--- src/include/wake_pkg.sv ---
// constants and types shared by the wake event status and enable block
package wake_pkg;

	// ======================================================
	// bus shape
	localparam int ADDR_W     = 7;
	localparam int DATA_W     = 32;
	localparam int BYTE_W     = 8;
	localparam int IDX_W      = 5;
	localparam int NUM_BYTES  = 5;
	localparam int NUM_SRC    = NUM_BYTES * BYTE_W;

	// ======================================================
	// register indices, byte address is four times the index
	localparam logic [IDX_W-1:0] IDX_STATUS_FIRST  = 5'h04;
	localparam logic [IDX_W-1:0] IDX_STATUS_SECOND = 5'h05;
	localparam logic [IDX_W-1:0] IDX_STATUS_THIRD  = 5'h06;
	localparam logic [IDX_W-1:0] IDX_STATUS_FOURTH = 5'h07;
	localparam logic [IDX_W-1:0] IDX_STATUS_FIFTH  = 5'h08;
	localparam logic [IDX_W-1:0] IDX_RESERVED_ZERO = 5'h09;
	localparam logic [IDX_W-1:0] IDX_ENABLE_FIRST  = 5'h0a;
	localparam logic [IDX_W-1:0] IDX_ENABLE_SECOND = 5'h0b;
	localparam logic [IDX_W-1:0] IDX_ENABLE_THIRD  = 5'h0c;
	localparam logic [IDX_W-1:0] IDX_ENABLE_FOURTH = 5'h0d;
	localparam logic [IDX_W-1:0] IDX_ENABLE_FIFTH  = 5'h0e;
	localparam logic [IDX_W-1:0] IDX_CONTROL       = 5'h0f;
	localparam logic [IDX_W-1:0] IDX_IRQ_STATUS    = 5'h10;
	localparam logic [IDX_W-1:0] IDX_IRQ_MASK      = 5'h11;

	// ======================================================
	// reset values and fields
	localparam logic [BYTE_W-1:0]    RESET_BYTE      = 8'h00;
	localparam logic [NUM_SRC-1:0]   RESET_SOURCES   = 40'h00_0000_0000;
	localparam logic [NUM_BYTES-1:0] RESET_IRQ       = 5'h00;
	localparam logic [NUM_SRC-1:0]   SRC_VALID_MASK  = 40'hff_ffff_fffe;
	localparam int                   MASTER_EN_BIT   = 0;
	localparam int                   SMI_WAKE_BIT    = 3;

	// one byte per wake status register, lowest register in the low byte
	typedef struct packed {
		logic [BYTE_W-1:0] groupFive;
		logic [BYTE_W-1:0] groupThreeFourSix;
		logic [BYTE_W-1:0] groupTwoSmi;
		logic [BYTE_W-1:0] groupOne;
		logic [BYTE_W-1:0] ownSources;
	} wake_src_s;

endpackage

--- src/rtl/wake_event_status_enable.sv ---
// wake event status, enables and low-active wake request output
`timescale 1ns/1ps

// Notes on behaviour
// - wake event sets its status bit, held
// - status records events regardless of enables
// - writing one to status bit clears it
// - writing zero to status bit: no change
// - status survives main, soft, hard reset
// - enables survive main, soft, hard reset
// - only standby power-on reset loads zeros
// - wake out when enabled status and master
// - disabled source updates status, no wake
// - second status byte is group one pins
// - third status: group two, bit3 smi
// - fourth status: group three, four, six
// - fifth status byte is group five pins
// - reserved slot always reads zero
// - first enable: bit0 reserved, own sources
module wake_event_status_enable
	import wake_pkg::*;
(
	input  wire logic                clock,
	input  wire logic                rst_n,
	input  wire logic [ADDR_W-1:0]   address,
	input  wire logic                read,
	input  wire logic                write,
	input  wire logic [DATA_W-1:0]   writedata,
	input  wire logic [DATA_W/8-1:0] byteenable,
	output logic      [DATA_W-1:0]   readdata,
	output logic                     waitrequest,
	input  wire wake_src_s           wakeIn,
	output logic                     wake_request_out_n,
	output logic                     irq
);

	// ======================================================
	// wake source break-out, one named wire per source
	// own byte bit 0 has no source and is tied low
	wire                ring_indicate_two;
	wire                ring_indicate_one;
	wire                keyboard_wake;
	wire                mouseWake;
	wire                specific_key_wake;
	wire                fan_speed_sense_one;
	wire                fan_speed_sense_two;

	wire                pin_b1_i0;
	wire                pin_b1_i1;
	wire                pin_b1_i2;
	wire                pin_b1_i3;
	wire                pin_b1_i4;
	wire                pin_b1_i5;
	wire                pin_b1_i6;
	wire                pin_b1_i7;

	wire                pin_b2_i0;
	wire                pin_b2_i1;
	wire                pin_b2_i2;
	wire                groupedSmiWake;
	wire                pin_b2_i4;
	wire                pin_b2_i5;
	wire                pin_b2_i6;
	wire                pin_b2_i7;

	wire                pin_b3_i0;
	wire                pin_b3_i1;
	wire                pin_b3_i2;
	wire                pin_b3_i3;
	wire                pin_b4_i1;
	wire                pin_b4_i3;
	wire                pin_b6_i0;
	wire                pin_b6_i1;

	wire                pin_b5_i0;
	wire                pin_b5_i1;
	wire                pin_b5_i2;
	wire                pin_b5_i3;
	wire                pin_b5_i4;
	wire                pin_b5_i5;
	wire                pin_b5_i6;
	wire                pin_b5_i7;
	wire [NUM_SRC-1:0]  rawSources;

	assign ring_indicate_two   = wakeIn.ownSources[1];
	assign ring_indicate_one   = wakeIn.ownSources[2];
	assign keyboard_wake       = wakeIn.ownSources[3];
	assign mouseWake           = wakeIn.ownSources[4];
	assign specific_key_wake   = wakeIn.ownSources[5];
	assign fan_speed_sense_one = wakeIn.ownSources[6];
	assign fan_speed_sense_two = wakeIn.ownSources[7];

	assign pin_b1_i0 = wakeIn.groupOne[0];
	assign pin_b1_i1 = wakeIn.groupOne[1];
	assign pin_b1_i2 = wakeIn.groupOne[2];
	assign pin_b1_i3 = wakeIn.groupOne[3];
	assign pin_b1_i4 = wakeIn.groupOne[4];
	assign pin_b1_i5 = wakeIn.groupOne[5];
	assign pin_b1_i6 = wakeIn.groupOne[6];
	assign pin_b1_i7 = wakeIn.groupOne[7];

	// group two, smi at bit 3
	assign pin_b2_i0      = wakeIn.groupTwoSmi[0];
	assign pin_b2_i1      = wakeIn.groupTwoSmi[1];
	assign pin_b2_i2      = wakeIn.groupTwoSmi[2];
	assign groupedSmiWake = wakeIn.groupTwoSmi[SMI_WAKE_BIT];
	assign pin_b2_i4      = wakeIn.groupTwoSmi[4];
	assign pin_b2_i5      = wakeIn.groupTwoSmi[5];
	assign pin_b2_i6      = wakeIn.groupTwoSmi[6];
	assign pin_b2_i7      = wakeIn.groupTwoSmi[7];

	assign pin_b3_i0 = wakeIn.groupThreeFourSix[0];
	assign pin_b3_i1 = wakeIn.groupThreeFourSix[1];
	assign pin_b3_i2 = wakeIn.groupThreeFourSix[2];
	assign pin_b3_i3 = wakeIn.groupThreeFourSix[3];
	assign pin_b4_i1 = wakeIn.groupThreeFourSix[4];
	assign pin_b4_i3 = wakeIn.groupThreeFourSix[5];
	assign pin_b6_i0 = wakeIn.groupThreeFourSix[6];
	assign pin_b6_i1 = wakeIn.groupThreeFourSix[7];

	assign pin_b5_i0 = wakeIn.groupFive[0];
	assign pin_b5_i1 = wakeIn.groupFive[1];
	assign pin_b5_i2 = wakeIn.groupFive[2];
	assign pin_b5_i3 = wakeIn.groupFive[3];
	assign pin_b5_i4 = wakeIn.groupFive[4];
	assign pin_b5_i5 = wakeIn.groupFive[5];
	assign pin_b5_i6 = wakeIn.groupFive[6];
	assign pin_b5_i7 = wakeIn.groupFive[7];

	// order follows the register layout, highest bit first
	assign rawSources = {
		pin_b5_i7,
		pin_b5_i6,
		pin_b5_i5,
		pin_b5_i4,
		pin_b5_i3,
		pin_b5_i2,
		pin_b5_i1,
		pin_b5_i0,
		pin_b6_i1,
		pin_b6_i0,
		pin_b4_i3,
		pin_b4_i1,
		pin_b3_i3,
		pin_b3_i2,
		pin_b3_i1,
		pin_b3_i0,
		pin_b2_i7,
		pin_b2_i6,
		pin_b2_i5,
		pin_b2_i4,
		groupedSmiWake,
		pin_b2_i2,
		pin_b2_i1,
		pin_b2_i0,
		pin_b1_i7,
		pin_b1_i6,
		pin_b1_i5,
		pin_b1_i4,
		pin_b1_i3,
		pin_b1_i2,
		pin_b1_i1,
		pin_b1_i0,
		fan_speed_sense_two,
		fan_speed_sense_one,
		specific_key_wake,
		mouseWake,
		keyboard_wake,
		ring_indicate_one,
		ring_indicate_two,
		1'b0
	};

	// ======================================================
	// input synchronisers
	// pulses shorter than about two clocks can be missed
	logic [NUM_SRC-1:0] syncA;
	logic [NUM_SRC-1:0] syncB;
	logic [NUM_SRC-1:0] syncC;
	logic [NUM_SRC-1:0] filtered;
	wire  [NUM_SRC-1:0] agree;
	wire  [NUM_SRC-1:0] next_filtered;
	wire  [NUM_SRC-1:0] wakeEvent;

	assign agree         = ~(syncB ^ syncC);
	assign next_filtered = (agree & syncB) | (~agree & filtered);
	assign wakeEvent     = next_filtered & ~filtered & SRC_VALID_MASK;

	always_ff @(posedge clock or negedge rst_n)
	begin
		if (!rst_n)
		begin
			syncA    <= RESET_SOURCES;
			syncB    <= RESET_SOURCES;
			syncC    <= RESET_SOURCES;
			filtered <= RESET_SOURCES;
		end
		else
		begin
			syncA    <= rawSources;
			syncB    <= syncA;
			syncC    <= syncB;
			filtered <= next_filtered;
		end
	end

	// ======================================================
	// bus slave: one wait state per access
	logic                    ack;
	logic [NUM_BYTES-1:0]    irqReadSnap;
	wire                     request;
	wire  [IDX_W-1:0]        index;
	wire                     doWrite;
	wire                     doRead;
	wire  [BYTE_W-1:0]       wrByte;
	wire  [BYTE_W-1:0]       readByte;

	assign request     = read | write;
	assign waitrequest = request & ~ack;
	assign index       = address[ADDR_W-1:2];
	assign doWrite     = write & ack & byteenable[0];
	assign doRead      = read & ack;
	assign wrByte      = writedata[BYTE_W-1:0];

	// ======================================================
	// register hits outside the byte loop
	function automatic logic regHit(input logic [IDX_W-1:0] idx,
		input logic [IDX_W-1:0] want);
		regHit = (idx == want);
	endfunction

	wire                     hitControl;
	wire                     hitIrqStatus;
	wire                     hitIrqMask;
	wire                     writeControl;
	wire                     writeIrqMask;

	assign hitControl   = regHit(index, IDX_CONTROL);
	assign hitIrqStatus = regHit(index, IDX_IRQ_STATUS);
	assign hitIrqMask   = regHit(index, IDX_IRQ_MASK);
	assign writeControl = doWrite & hitControl;
	assign writeIrqMask = doWrite & hitIrqMask;

	// ======================================================
	// status and enable bytes
	logic [NUM_SRC-1:0]   status;
	logic [NUM_SRC-1:0]   enable;
	wire  [NUM_SRC-1:0]   next_status;
	wire  [NUM_SRC-1:0]   next_enable;
	wire  [NUM_BYTES-1:0] byteEvent;
	logic [BYTE_W-1:0]    rdChain [NUM_BYTES+1];

	genvar i;
	generate
		for (i = 0; i < NUM_BYTES; i++)
		begin : g_byte
			localparam logic [IDX_W-1:0] SIDX =
				IDX_STATUS_FIRST + IDX_W'(i);
			localparam logic [IDX_W-1:0] EIDX =
				IDX_ENABLE_FIRST + IDX_W'(i);
			localparam logic [BYTE_W-1:0] VMASK =
				SRC_VALID_MASK[i*BYTE_W +: BYTE_W];
			wire [BYTE_W-1:0] clrMask;
			wire [BYTE_W-1:0] curStatus;
			wire [BYTE_W-1:0] curEnable;
			assign curStatus = status[i*BYTE_W +: BYTE_W];
			assign curEnable = enable[i*BYTE_W +: BYTE_W];
			assign clrMask =
				(doWrite && index == SIDX) ? wrByte : RESET_BYTE;
			assign next_status[i*BYTE_W +: BYTE_W] =
				(curStatus & ~clrMask) |
				wakeEvent[i*BYTE_W +: BYTE_W];
			assign next_enable[i*BYTE_W +: BYTE_W] =
				(doWrite && index == EIDX) ? (wrByte & VMASK)
				: curEnable;
			assign byteEvent[i] = |wakeEvent[i*BYTE_W +: BYTE_W];
			assign rdChain[i+1] = rdChain[i] |
				((index == SIDX) ? curStatus : RESET_BYTE) |
				((index == EIDX) ? curEnable : RESET_BYTE);
		end
	endgenerate

	// ======================================================
	// control, interrupt and output
	logic                 masterEnable;
	logic [NUM_BYTES-1:0] irqStatus;
	logic [NUM_BYTES-1:0] irqMask;
	wire  [NUM_BYTES-1:0] irqClr;
	wire  [NUM_BYTES-1:0] next_irqStatus;
	wire                  next_wakeOut_n;

	// clear only what the read returned, so a late event survives
	assign irqClr = (doRead && hitIrqStatus) ?
		irqReadSnap : RESET_IRQ;
	assign next_irqStatus = (irqStatus & ~irqClr) | byteEvent;

	assign next_wakeOut_n = ~(masterEnable & (|(status & enable)));

	assign rdChain[0] =
		(hitControl ?
			{7'h00, masterEnable} : RESET_BYTE) |
		(hitIrqStatus ?
			{3'h0, irqStatus} : RESET_BYTE) |
		(hitIrqMask ?
			{3'h0, irqMask} : RESET_BYTE);
	assign readByte = rdChain[NUM_BYTES];

	assign irq = |(irqStatus & irqMask);

	always_ff @(posedge clock or negedge rst_n)
	begin
		if (!rst_n)
		begin
			ack         <= 1'b0;
			readdata    <= '0;
			irqReadSnap <= RESET_IRQ;
		end
		else
		begin
			ack <= request & ~ack;
			if (request && !ack)
			begin
				readdata    <= {24'h000000, readByte};
				irqReadSnap <= irqStatus;
			end
		end
	end

	always_ff @(posedge clock or negedge rst_n)
	begin
		if (!rst_n)
		begin
			status             <= RESET_SOURCES;
			enable             <= RESET_SOURCES;
			masterEnable       <= 1'b0;
			irqStatus          <= RESET_IRQ;
			irqMask            <= RESET_IRQ;
			wake_request_out_n <= 1'b1;
		end
		else
		begin
			status             <= next_status;
			enable             <= next_enable;
			irqStatus          <= next_irqStatus;
			wake_request_out_n <= next_wakeOut_n;
			if (writeControl)
				masterEnable <= wrByte[MASTER_EN_BIT];
			if (writeIrqMask)
				irqMask <= wrByte[NUM_BYTES-1:0];
		end
	end

endmodule

--- config.mk ---
export PLATFORM = sky130hd
export DESIGN_NAME = wake_event_status_enable
export DESIGN_NICKNAME = d
export VERILOG_FILES = /design/src/include/wake_pkg.sv /design/src/rtl/wake_event_status_enable.sv
export SDC_FILE = /design/constraint.sdc
export NUM_CORES = 1
export LEC_CHECK = 0
export ABC_AREA = 1
export CAP_MARGIN = 20
export CORE_ASPECT_RATIO = 0.5
export CORE_UTILIZATION = 50
export CTS_BUF_LIST = sky130_fd_sc_hd__clkbuf_4 sky130_fd_sc_hd__clkbuf_8
export DETAILED_ROUTE_END_ITERATION = 8
export DONT_BUFFER_PORTS = 1
export PLACE_DENSITY_LB_ADDON = 0.15
export SYNTH_ARGS = -nofsm -noshare
export SYNTH_HDL_FRONTEND = slang
export SYNTH_SLANG_ARGS = --single-unit
--- constraint.sdc ---
create_clock -name clock -period 1.8 [get_ports clock]
set_input_delay 0.18 -clock clock [delete_from_list [all_inputs] [get_ports clock]]
set_output_delay 0.18 -clock clock [all_outputs]
set_load 0.01 [all_outputs]
==> results.toml, run 1 <==
[synth]
yosys_warnings = 0
synth_top_cell_area_share = 0.645
synth_most_common_cell = "nand2_1"
synth_edf_count = 0
synth_seq_cells = 261
ys.flop_type = "dfrtp_1"
yosys-top-cells-area = "dfrtp_1, nand2_1, o21ai_0"
synthTopCellsByCount = "nand2_1, dfrtp_1, nor2_1, o21ai_0, inv_1"
synth_area_leader_cell = "dfrtp_1"
async_flop_share = 1.00
yosysSeqAreaShare = 0.648
synth_area_mm2 = 0.0101
ys_types = 30
synth_cells = 1004
avgSynthCellArea_um2 = 10.0

[sta]
tns_ns = 0
slew_viol_final = 0
relSlewSlack = 0.420
setup_violations = 0
rsz0062_at_grt = "false"
skew_ns = 0.0216
tightest_slew_ns = 0.869
period_share = 0.963
hold_viol_final = 261
max_freq_mhz = 577
min_period_ns = 1.73
whs_ns = -0.653

[global_routing]
grt_pass1_wl_mm = 38.3
antenna_found_initial = 0
track_usage = 0.251
grt_overflow = 0
grt_max_degree = 262
grt_pass1_vias = 6547

[power_and_ir_drop]
power_leakage_nw = 5.34
finalPower_mw = 12.3
power_density_mw_per_mm2 = 1070
vdd_drop_max_mv = 0.779

[clock_tree]
clkTransAtPathRegs_ns = 0.07
hold_buffers = 42
cts_tree = "yes"
cts_buffers = 36
post-cts-setup-buffers = 0
cts_buffer_depth = 3
clock-sinks = 261
root_buffer = "clkbuf_8"
htree_num_levels = 2
insertion_delay_ns = 0.54

[floorplan]
ios = 122
chipHeight_um = 102
core_mm2 = 0.0196
fp.dieW_um = 203
num_rows = 36
die_area_mm2 = 0.0208
initial_core_util = 0.514

[critical_path]
startpoint_type = "register"
end_kind = "register"
critPathArrivalTime_ns = 2.12
cp_max_fo = 12
critPathKind = "register to register"
r2r_setup_slack_ns = 0.07
cp.required_ns = 2.19

[route]
drtAntennaViolNets = 0
drcViolationCount = 0
firstDrtPassIters = 5
viasPerCell = 5.12
wl_per_cell_um = 18.1
wl_mm = 24.7
num_vias = 6992
drt_iter0_markers = 538

[outcome]
status = "finished with violations"
violations = "negative hold slack"

[layout]
nets = 1161
syn_to_final_growth_pct = 14.2
diodes = 0
drive_above_1_share = 0.0919

[place]
globalplace.congestion = 0.989
dp_hpwl_mm = 17.2
io_buffers = 0

[min_path]
holdCritPathClass = "input pin to asynchronous set/reset pin"

[flow_run]
drv_cap = 0
repair_timing:
item                                    CTS  global route
hold endpoints to repair                302           261
gates resized for setup                   0             1
endpoints found under the setup margin    0             1
state kept, by name, summed over array words and instances (netlist names):
| register | count |
|---|---|
| wake_request_out_n | 1 |
| ack | 1 |
| syncC | 39 |
| syncA | 39 |
| irqStatus | 5 |
| syncB | 39 |
| readdata | 8 |
| status | 40 |
| irqReadSnap | 5 |
| enable | 39 |
| masterEnable | 1 |
| irqMask | 5 |
| filtered | 39 |
where the power goes:
group | switching (mW) | total (mW) | internal [mW] | leakage [nW]
sequential | 0.255 | 6.50 | 6.24 | 3.01
clock | 2.18 | 4.90 | 2.72 | 0.415
combinational | 0.568 | 0.933 | 0.366 | 1.91
worst paths after layout:
check                                from            to  depth (start not counted)
worst min-delay path                rst_n  filtered[11]                          0
worst max-delay path                  ack  masterEnable                          6
worst max register to register        ack  masterEnable                          6
min in group clock                   read  irqStatus[4]                          3
max in group asynchronous           rst_n      syncA[5]                          0
worst min register to register  syncA[37]     syncB[37]                          0
cells in the final DEF, fill, tap and decap left out, drive strengths merged, types with 3 or more instances in the layout:
cell	synthesis	final
nand2	273	273
dfrtp	260	260
nor2	106	106
o21ai	93	93
inv	78	79
clkbuf	10	54
nand3	48	48
dlygate4sd3	0	42
maj3	27	27
conb	1	24
nand4	22	22
nor3	15	15
buf	36	13
a21oi	12	12
nand3b	11	11
clkinv	0	5
or2	3	3
worst max-delay path, stage by stage, from the launching register on:
cell           delay [ns]
dfrtp_1              0.38
and3_1               0.18
buf_6                0.20
nand3_1              0.10
dlygate4sd3_1        0.59
nand2_1              0.06
o21ai_0              0.06
cell families after synthesis:
| kind of cell | after synthesis | share of synthesized area |
|---|---|---|
| compound gates | 108 | 0.0545 |
| other cells | 1 | 0.000372 |
| fa+ha+maj | 27 | 0.0268 |
| flops | 261 | 0.648 |
| buf+inv | 124 | 0.0595 |
| simple gates | 483 | 0.211 |
final cells by class:
cell class	count	area, µm²
inverters	78	295
fillers	1703	8080
well taps	266	333
repair buffers	55	534
multi-input cells	642	3040
clock inverters	9	101
clock buffers	54	681
flip-flops and latches	261	6530
through the flow:
step | hold WS, ns | util | std cells | worst slack (ns) | instance area (µm²)
after floorplan | -0.116 | - | 1027 | 0.451 | 10200
after global placement | -0.110 | 0.526 | 1260 | 0.293 | 10300
after detailed placement | -0.110 | 0.526 | 1260 | 0.310 | 10300
after CTS | -0.683 | 0.587 | 1365 | 0.0906 | 11500
after global routing | -0.693 | 0.588 | 1365 | 0.0202 | 11500
final | -0.653 | 0.588 | 1365 | 0.0673 | 11500
layer usage:
metal / vias up / routed length, µm / GRT usage
met4: 0 / 342 / 0.0544
met2: 224 / 9460 / 0.334
li1: 3320 / - / -
met1: 3417 / 13400 / 0.412
met3: 31 / 1570 / 0.0533
met5: - / 0 / 0
Note: power is estimated with default switching activity, not from simulation.
==> inputs of run 2 (changes only) <==
- CORE_UTILIZATION: 50 -> 62
- RECOVER_POWER: unset -> 100
==> results.toml, run 2 (same netlist as run 1, synthesis figures left out) <==
[outcome]
status = "finished with violations"
violations = "negative hold slack"

[route]
wl_mm = 25.0
drcViolationCount = 0
wl_per_cell_um = 18.9
firstDrtPassIters = 6
viasPerCell = 5.49
drtAntennaViolNets = 0
num_vias = 7252
drt_iter0_markers = 804

[floorplan]
core_mm2 = 0.0157
initial_core_util = 0.644
num_rows = 32
ios = 122
die_area_mm2 = 0.0168
chipHeight_um = 92.2
fp.dieW_um = 182

[layout]
syn_to_final_growth_pct = 13.6
mostFrequentLayoutCells = "nand2_1, dfrtp_1, nor2_1"
nets = 1164
diodes = 0
layout.cells.most_common = "nand2_1"
largest_reg_flops = 40
post-route-util = 0.731
max_flop_register = "status"
drive_above_1_share = 0.0909

[clock_tree]
clkTransAtPathRegs_ns = 0.06
clock-sinks = 261
cts_buffer_depth = 3
htree_num_levels = 2
insertion_delay_ns = 0.52
cts_resized = 0
root_buffer = "clkbuf_8"
cts_tree = "yes"
cts_buffers = 35
hold_buffers = 40
post-cts-setup-buffers = 0

[critical_path]
end_kind = "register"
startpoint_type = "register"
cp_top_family = "buffers and inverters"
crit_buf_inv = 2
worst_path_largest_cell_delay_ns = 0.41
worstPathCellList = "and3_1 > clkbuf_2 > nand2_1 > clkbuf_2 > o21ai_0 > nand2_1"
cp_max_fo = 12
critPathKind = "register to register"
cp.required_ns = 2.20
cpMaxStageDelayCell = "clkbuf_2"
critPathArrivalTime_ns = 2.06

[global_routing]
track_usage = 0.317
grt_max_degree = 262
grt_pass1_wl_mm = 39.3
grt_overflow = 0
antenna_found_initial = 0
grt_pass1_vias = 7066

[sta]
tns_ns = 0
period_share = 0.923
slew_viol_final = 0
max_freq_mhz = 602
hold_viol_final = 261
tightest_slew_ns = 0.628
rsz0062_at_grt = "false"
whs_ns = -0.640
fin_ws_ns = 0.139
setup_violations = 0
skew_ns = 0.0156
relSlewSlack = 0.581
min_period_ns = 1.66

[power_and_ir_drop]
vdd_drop_max_mv = 1.20
power_density_mw_per_mm2 = 1080
power_leakage_nw = 5.34

[flow_run]
drv_cap = 0

[place]
place_ws_ns = 0.342
io_buffers = 0
globalplace.congestion = 1.01
dp_hpwl_mm = 16.8

[min_path]
holdCritPathClass = "input pin to asynchronous set/reset pin"
[run 2: path summary, 6_finish.rpt]
kind                            from                  to  slack (ns)  cells after the start
max                              ack          status[37]        0.14                      6
min                            rst_n           syncA[28]       -0.64                      0
max reg2reg                      ack          status[37]        0.14                      6
min reg2reg                syncA[21]           syncB[21]        0.35                      0
max in group asynchronous      rst_n  wake_request_out_n        2.00                      0
min in group clock              read        irqStatus[3]        0.03                      3
[run 2: worst register-to-register path, cell delays in order, from the launching register on]
cell	delay, ns
dfrtp_1	0.38
and3_1	0.16
clkbuf_2	0.41
nand2_1	0.10
clkbuf_2	0.21
o21ai_0	0.23
nand2_1	0.07
[run 2: cell type report]
class | instances | area [µm²]
Sequential cell | 261 | 6530
Clock inverter | 6 | 86.3
Clock buffer | 54 | 693
Fill cell | 1098 | 4210
Tap cell | 221 | 277
Timing Repair Buffer | 59 | 528
Inverter | 78 | 295
Multi-Input combinational cell | 642 | 3040
[run 2: metal layers]
layer,track usage,vias up,routed length (µm)
li1,-,3320,-
met1,0.499,3554,11600
met2,0.453,335,10500
met3,0.0659,43,2580
met4,0.0714,0,376
met5,0,-,0
[run 2: power breakdown]
group | internal, mW | switching [mW]
logic | 0.357 | 0.589
registers | 6.24 | 0.270
clock network | 2.75 | 2.15
[run 2: per-stage QoR]
step | power (mW) | cell area [µm²] | instances
finish | 12.4 | 11400 | 1321
global route | 12.8 | 11400 | 1321
CTS | 12.4 | 11500 | 1321
detailed placement | 7.46 | 10300 | 1221
global placement | 7.41 | 10300 | 1221
floorplan | 7.19 | 10200 | 1027
==> inputs of run 3 (changes only) <==
- CORE_UTILIZATION: 62 -> 53
==> results.toml, run 3 (same netlist as run 1, synthesis figures left out) <==
[layout]
max_flop_register = "status"
drive_above_1_share = 0.0816
layout.cells.most_common = "nand2_1"
mostFrequentLayoutCells = "nand2_1, dfrtp_1, nor2_1"
syn_to_final_growth_pct = 13.4
nets = 1167
largest_reg_flops = 40
diodes = 0

[clock_tree]
clkTransAtPathRegs_ns = 0.07
cts_buffer_depth = 3
root_buffer = "clkbuf_8"
clock-sinks = 261
hold_buffers = 41
cts_tree = "yes"
cts_resized = 0
insertion_delay_ns = 0.53
htree_num_levels = 2
cts_buffers = 36
post-cts-setup-buffers = 0

[global_routing]
grt_pass1_wl_mm = 38.3
grt_max_degree = 262
grt_pass1_vias = 6777
track_usage = 0.265
antenna_found_initial = 1
grt_overflow = 0

[flow_run]
drv_cap = 0

[sta]
setup_violations = 0
tightest_slew_ns = 0.615
whs_ns = -0.654
rsz0062_at_grt = "false"
max_freq_mhz = 594
min_period_ns = 1.68
slew_viol_final = 0
hold_viol_final = 261
relSlewSlack = 0.590
period_share = 0.936
tns_ns = 0
skew_ns = 0.0145

[route]
drcViolationCount = 0
num_vias = 7039
drtAntennaViolNets = 0
firstDrtPassIters = 6
wl_per_cell_um = 18.1
viasPerCell = 5.17
wl_mm = 24.7
drt_iter0_markers = 587

[floorplan]
die_area_mm2 = 0.0196
initial_core_util = 0.544
num_rows = 35
ios = 122
fp.dieW_um = 197
chipHeight_um = 99.5
core_mm2 = 0.0185

[critical_path]
startpoint_type = "input pin"
critPathArrivalTime_ns = 2.06
end_kind = "register"
cp_max_fo = 16
worstPathCellList = "dlygate4sd3_1 > inv_4 > nand3_4 > nor2_2 > nand2_2 > clkbuf_2 > nand2_1 > o21ai_0"
critPathKind = "input pin to register"
cpMaxStageDelayCell = "dlygate4sd3_1"
worst_path_largest_cell_delay_ns = 0.59
cp.required_ns = 2.17

[power_and_ir_drop]
vdd_drop_max_mv = 0.959
power_leakage_nw = 5.31
power_density_mw_per_mm2 = 1050

[min_path]
holdCritPathClass = "input pin to asynchronous set/reset pin"

[place]
globalplace.congestion = 0.968
io_buffers = 0
dp_hpwl_mm = 17.1

[outcome]
violations = "negative hold slack"
status = "finished with violations"
## run 3: cell type report
type,instances,area (µm²)
fill,1544,7090
tap,259,324
inverter,78,295
clock buffer,58,711
timing repair buffer,61,566
multi-input combinational,642,2990
sequential,261,6530
clock inverter,3,20.0
## run 3: routing by layer
| layer | vias to the layer above | track usage | wire length, µm |
|---|---|---|---|
| li1 | 3334 | - | - |
| met1 | 3466 | 0.427 | 12900 |
| met2 | 214 | 0.363 | 9880 |
| met3 | 25 | 0.0634 | 1710 |
| met4 | 0 | 0.0495 | 231 |
| met5 | - | 0 | 0 |
## run 3: critical path, delay by kind of cell
family | cells | cell delay, ns
compound gates | 1 | 0.09
buf+inv | 3 | 0.99
simple gates | 4 | 0.79
## run 3: report_power, final
part | internal, mW | switching [mW]
Clock | 2.49 | 2.11
Combinational | 0.365 | 0.583
Sequential | 6.24 | 0.252
Total | 9.10 | 2.95
## run 3: final timing paths
check                      startpoint            to  slack, ns  depth (start not counted)
min in group clock              write           ack       0.02                          3
hold reg to reg             syncA[33]     syncB[33]       0.34                          0
setup reg to reg                  ack  masterEnable       0.17                          6
setup / recovery           address[6]    enable[35]       0.12                          8
hold / removal                  rst_n     enable[9]      -0.65                          0
max in group asynchronous       rst_n      syncA[4]       1.94                          0
## run 3: through the flow
stage | setup WS [ns] | area [µm²] | total power, mW | utilization | std cells
floorplan | 0.451 | 10200 | 7.19 | - | 1027
global placement | 0.326 | 10400 | 7.44 | 0.560 | 1260
detailed placement | 0.316 | 10400 | 7.48 | 0.560 | 1260
CTS | 0.121 | 11500 | 12.2 | 0.622 | 1362
global route | 0.0347 | 11400 | 12.5 | 0.617 | 1362
finish | 0.115 | 11400 | 12.1 | 0.617 | 1362
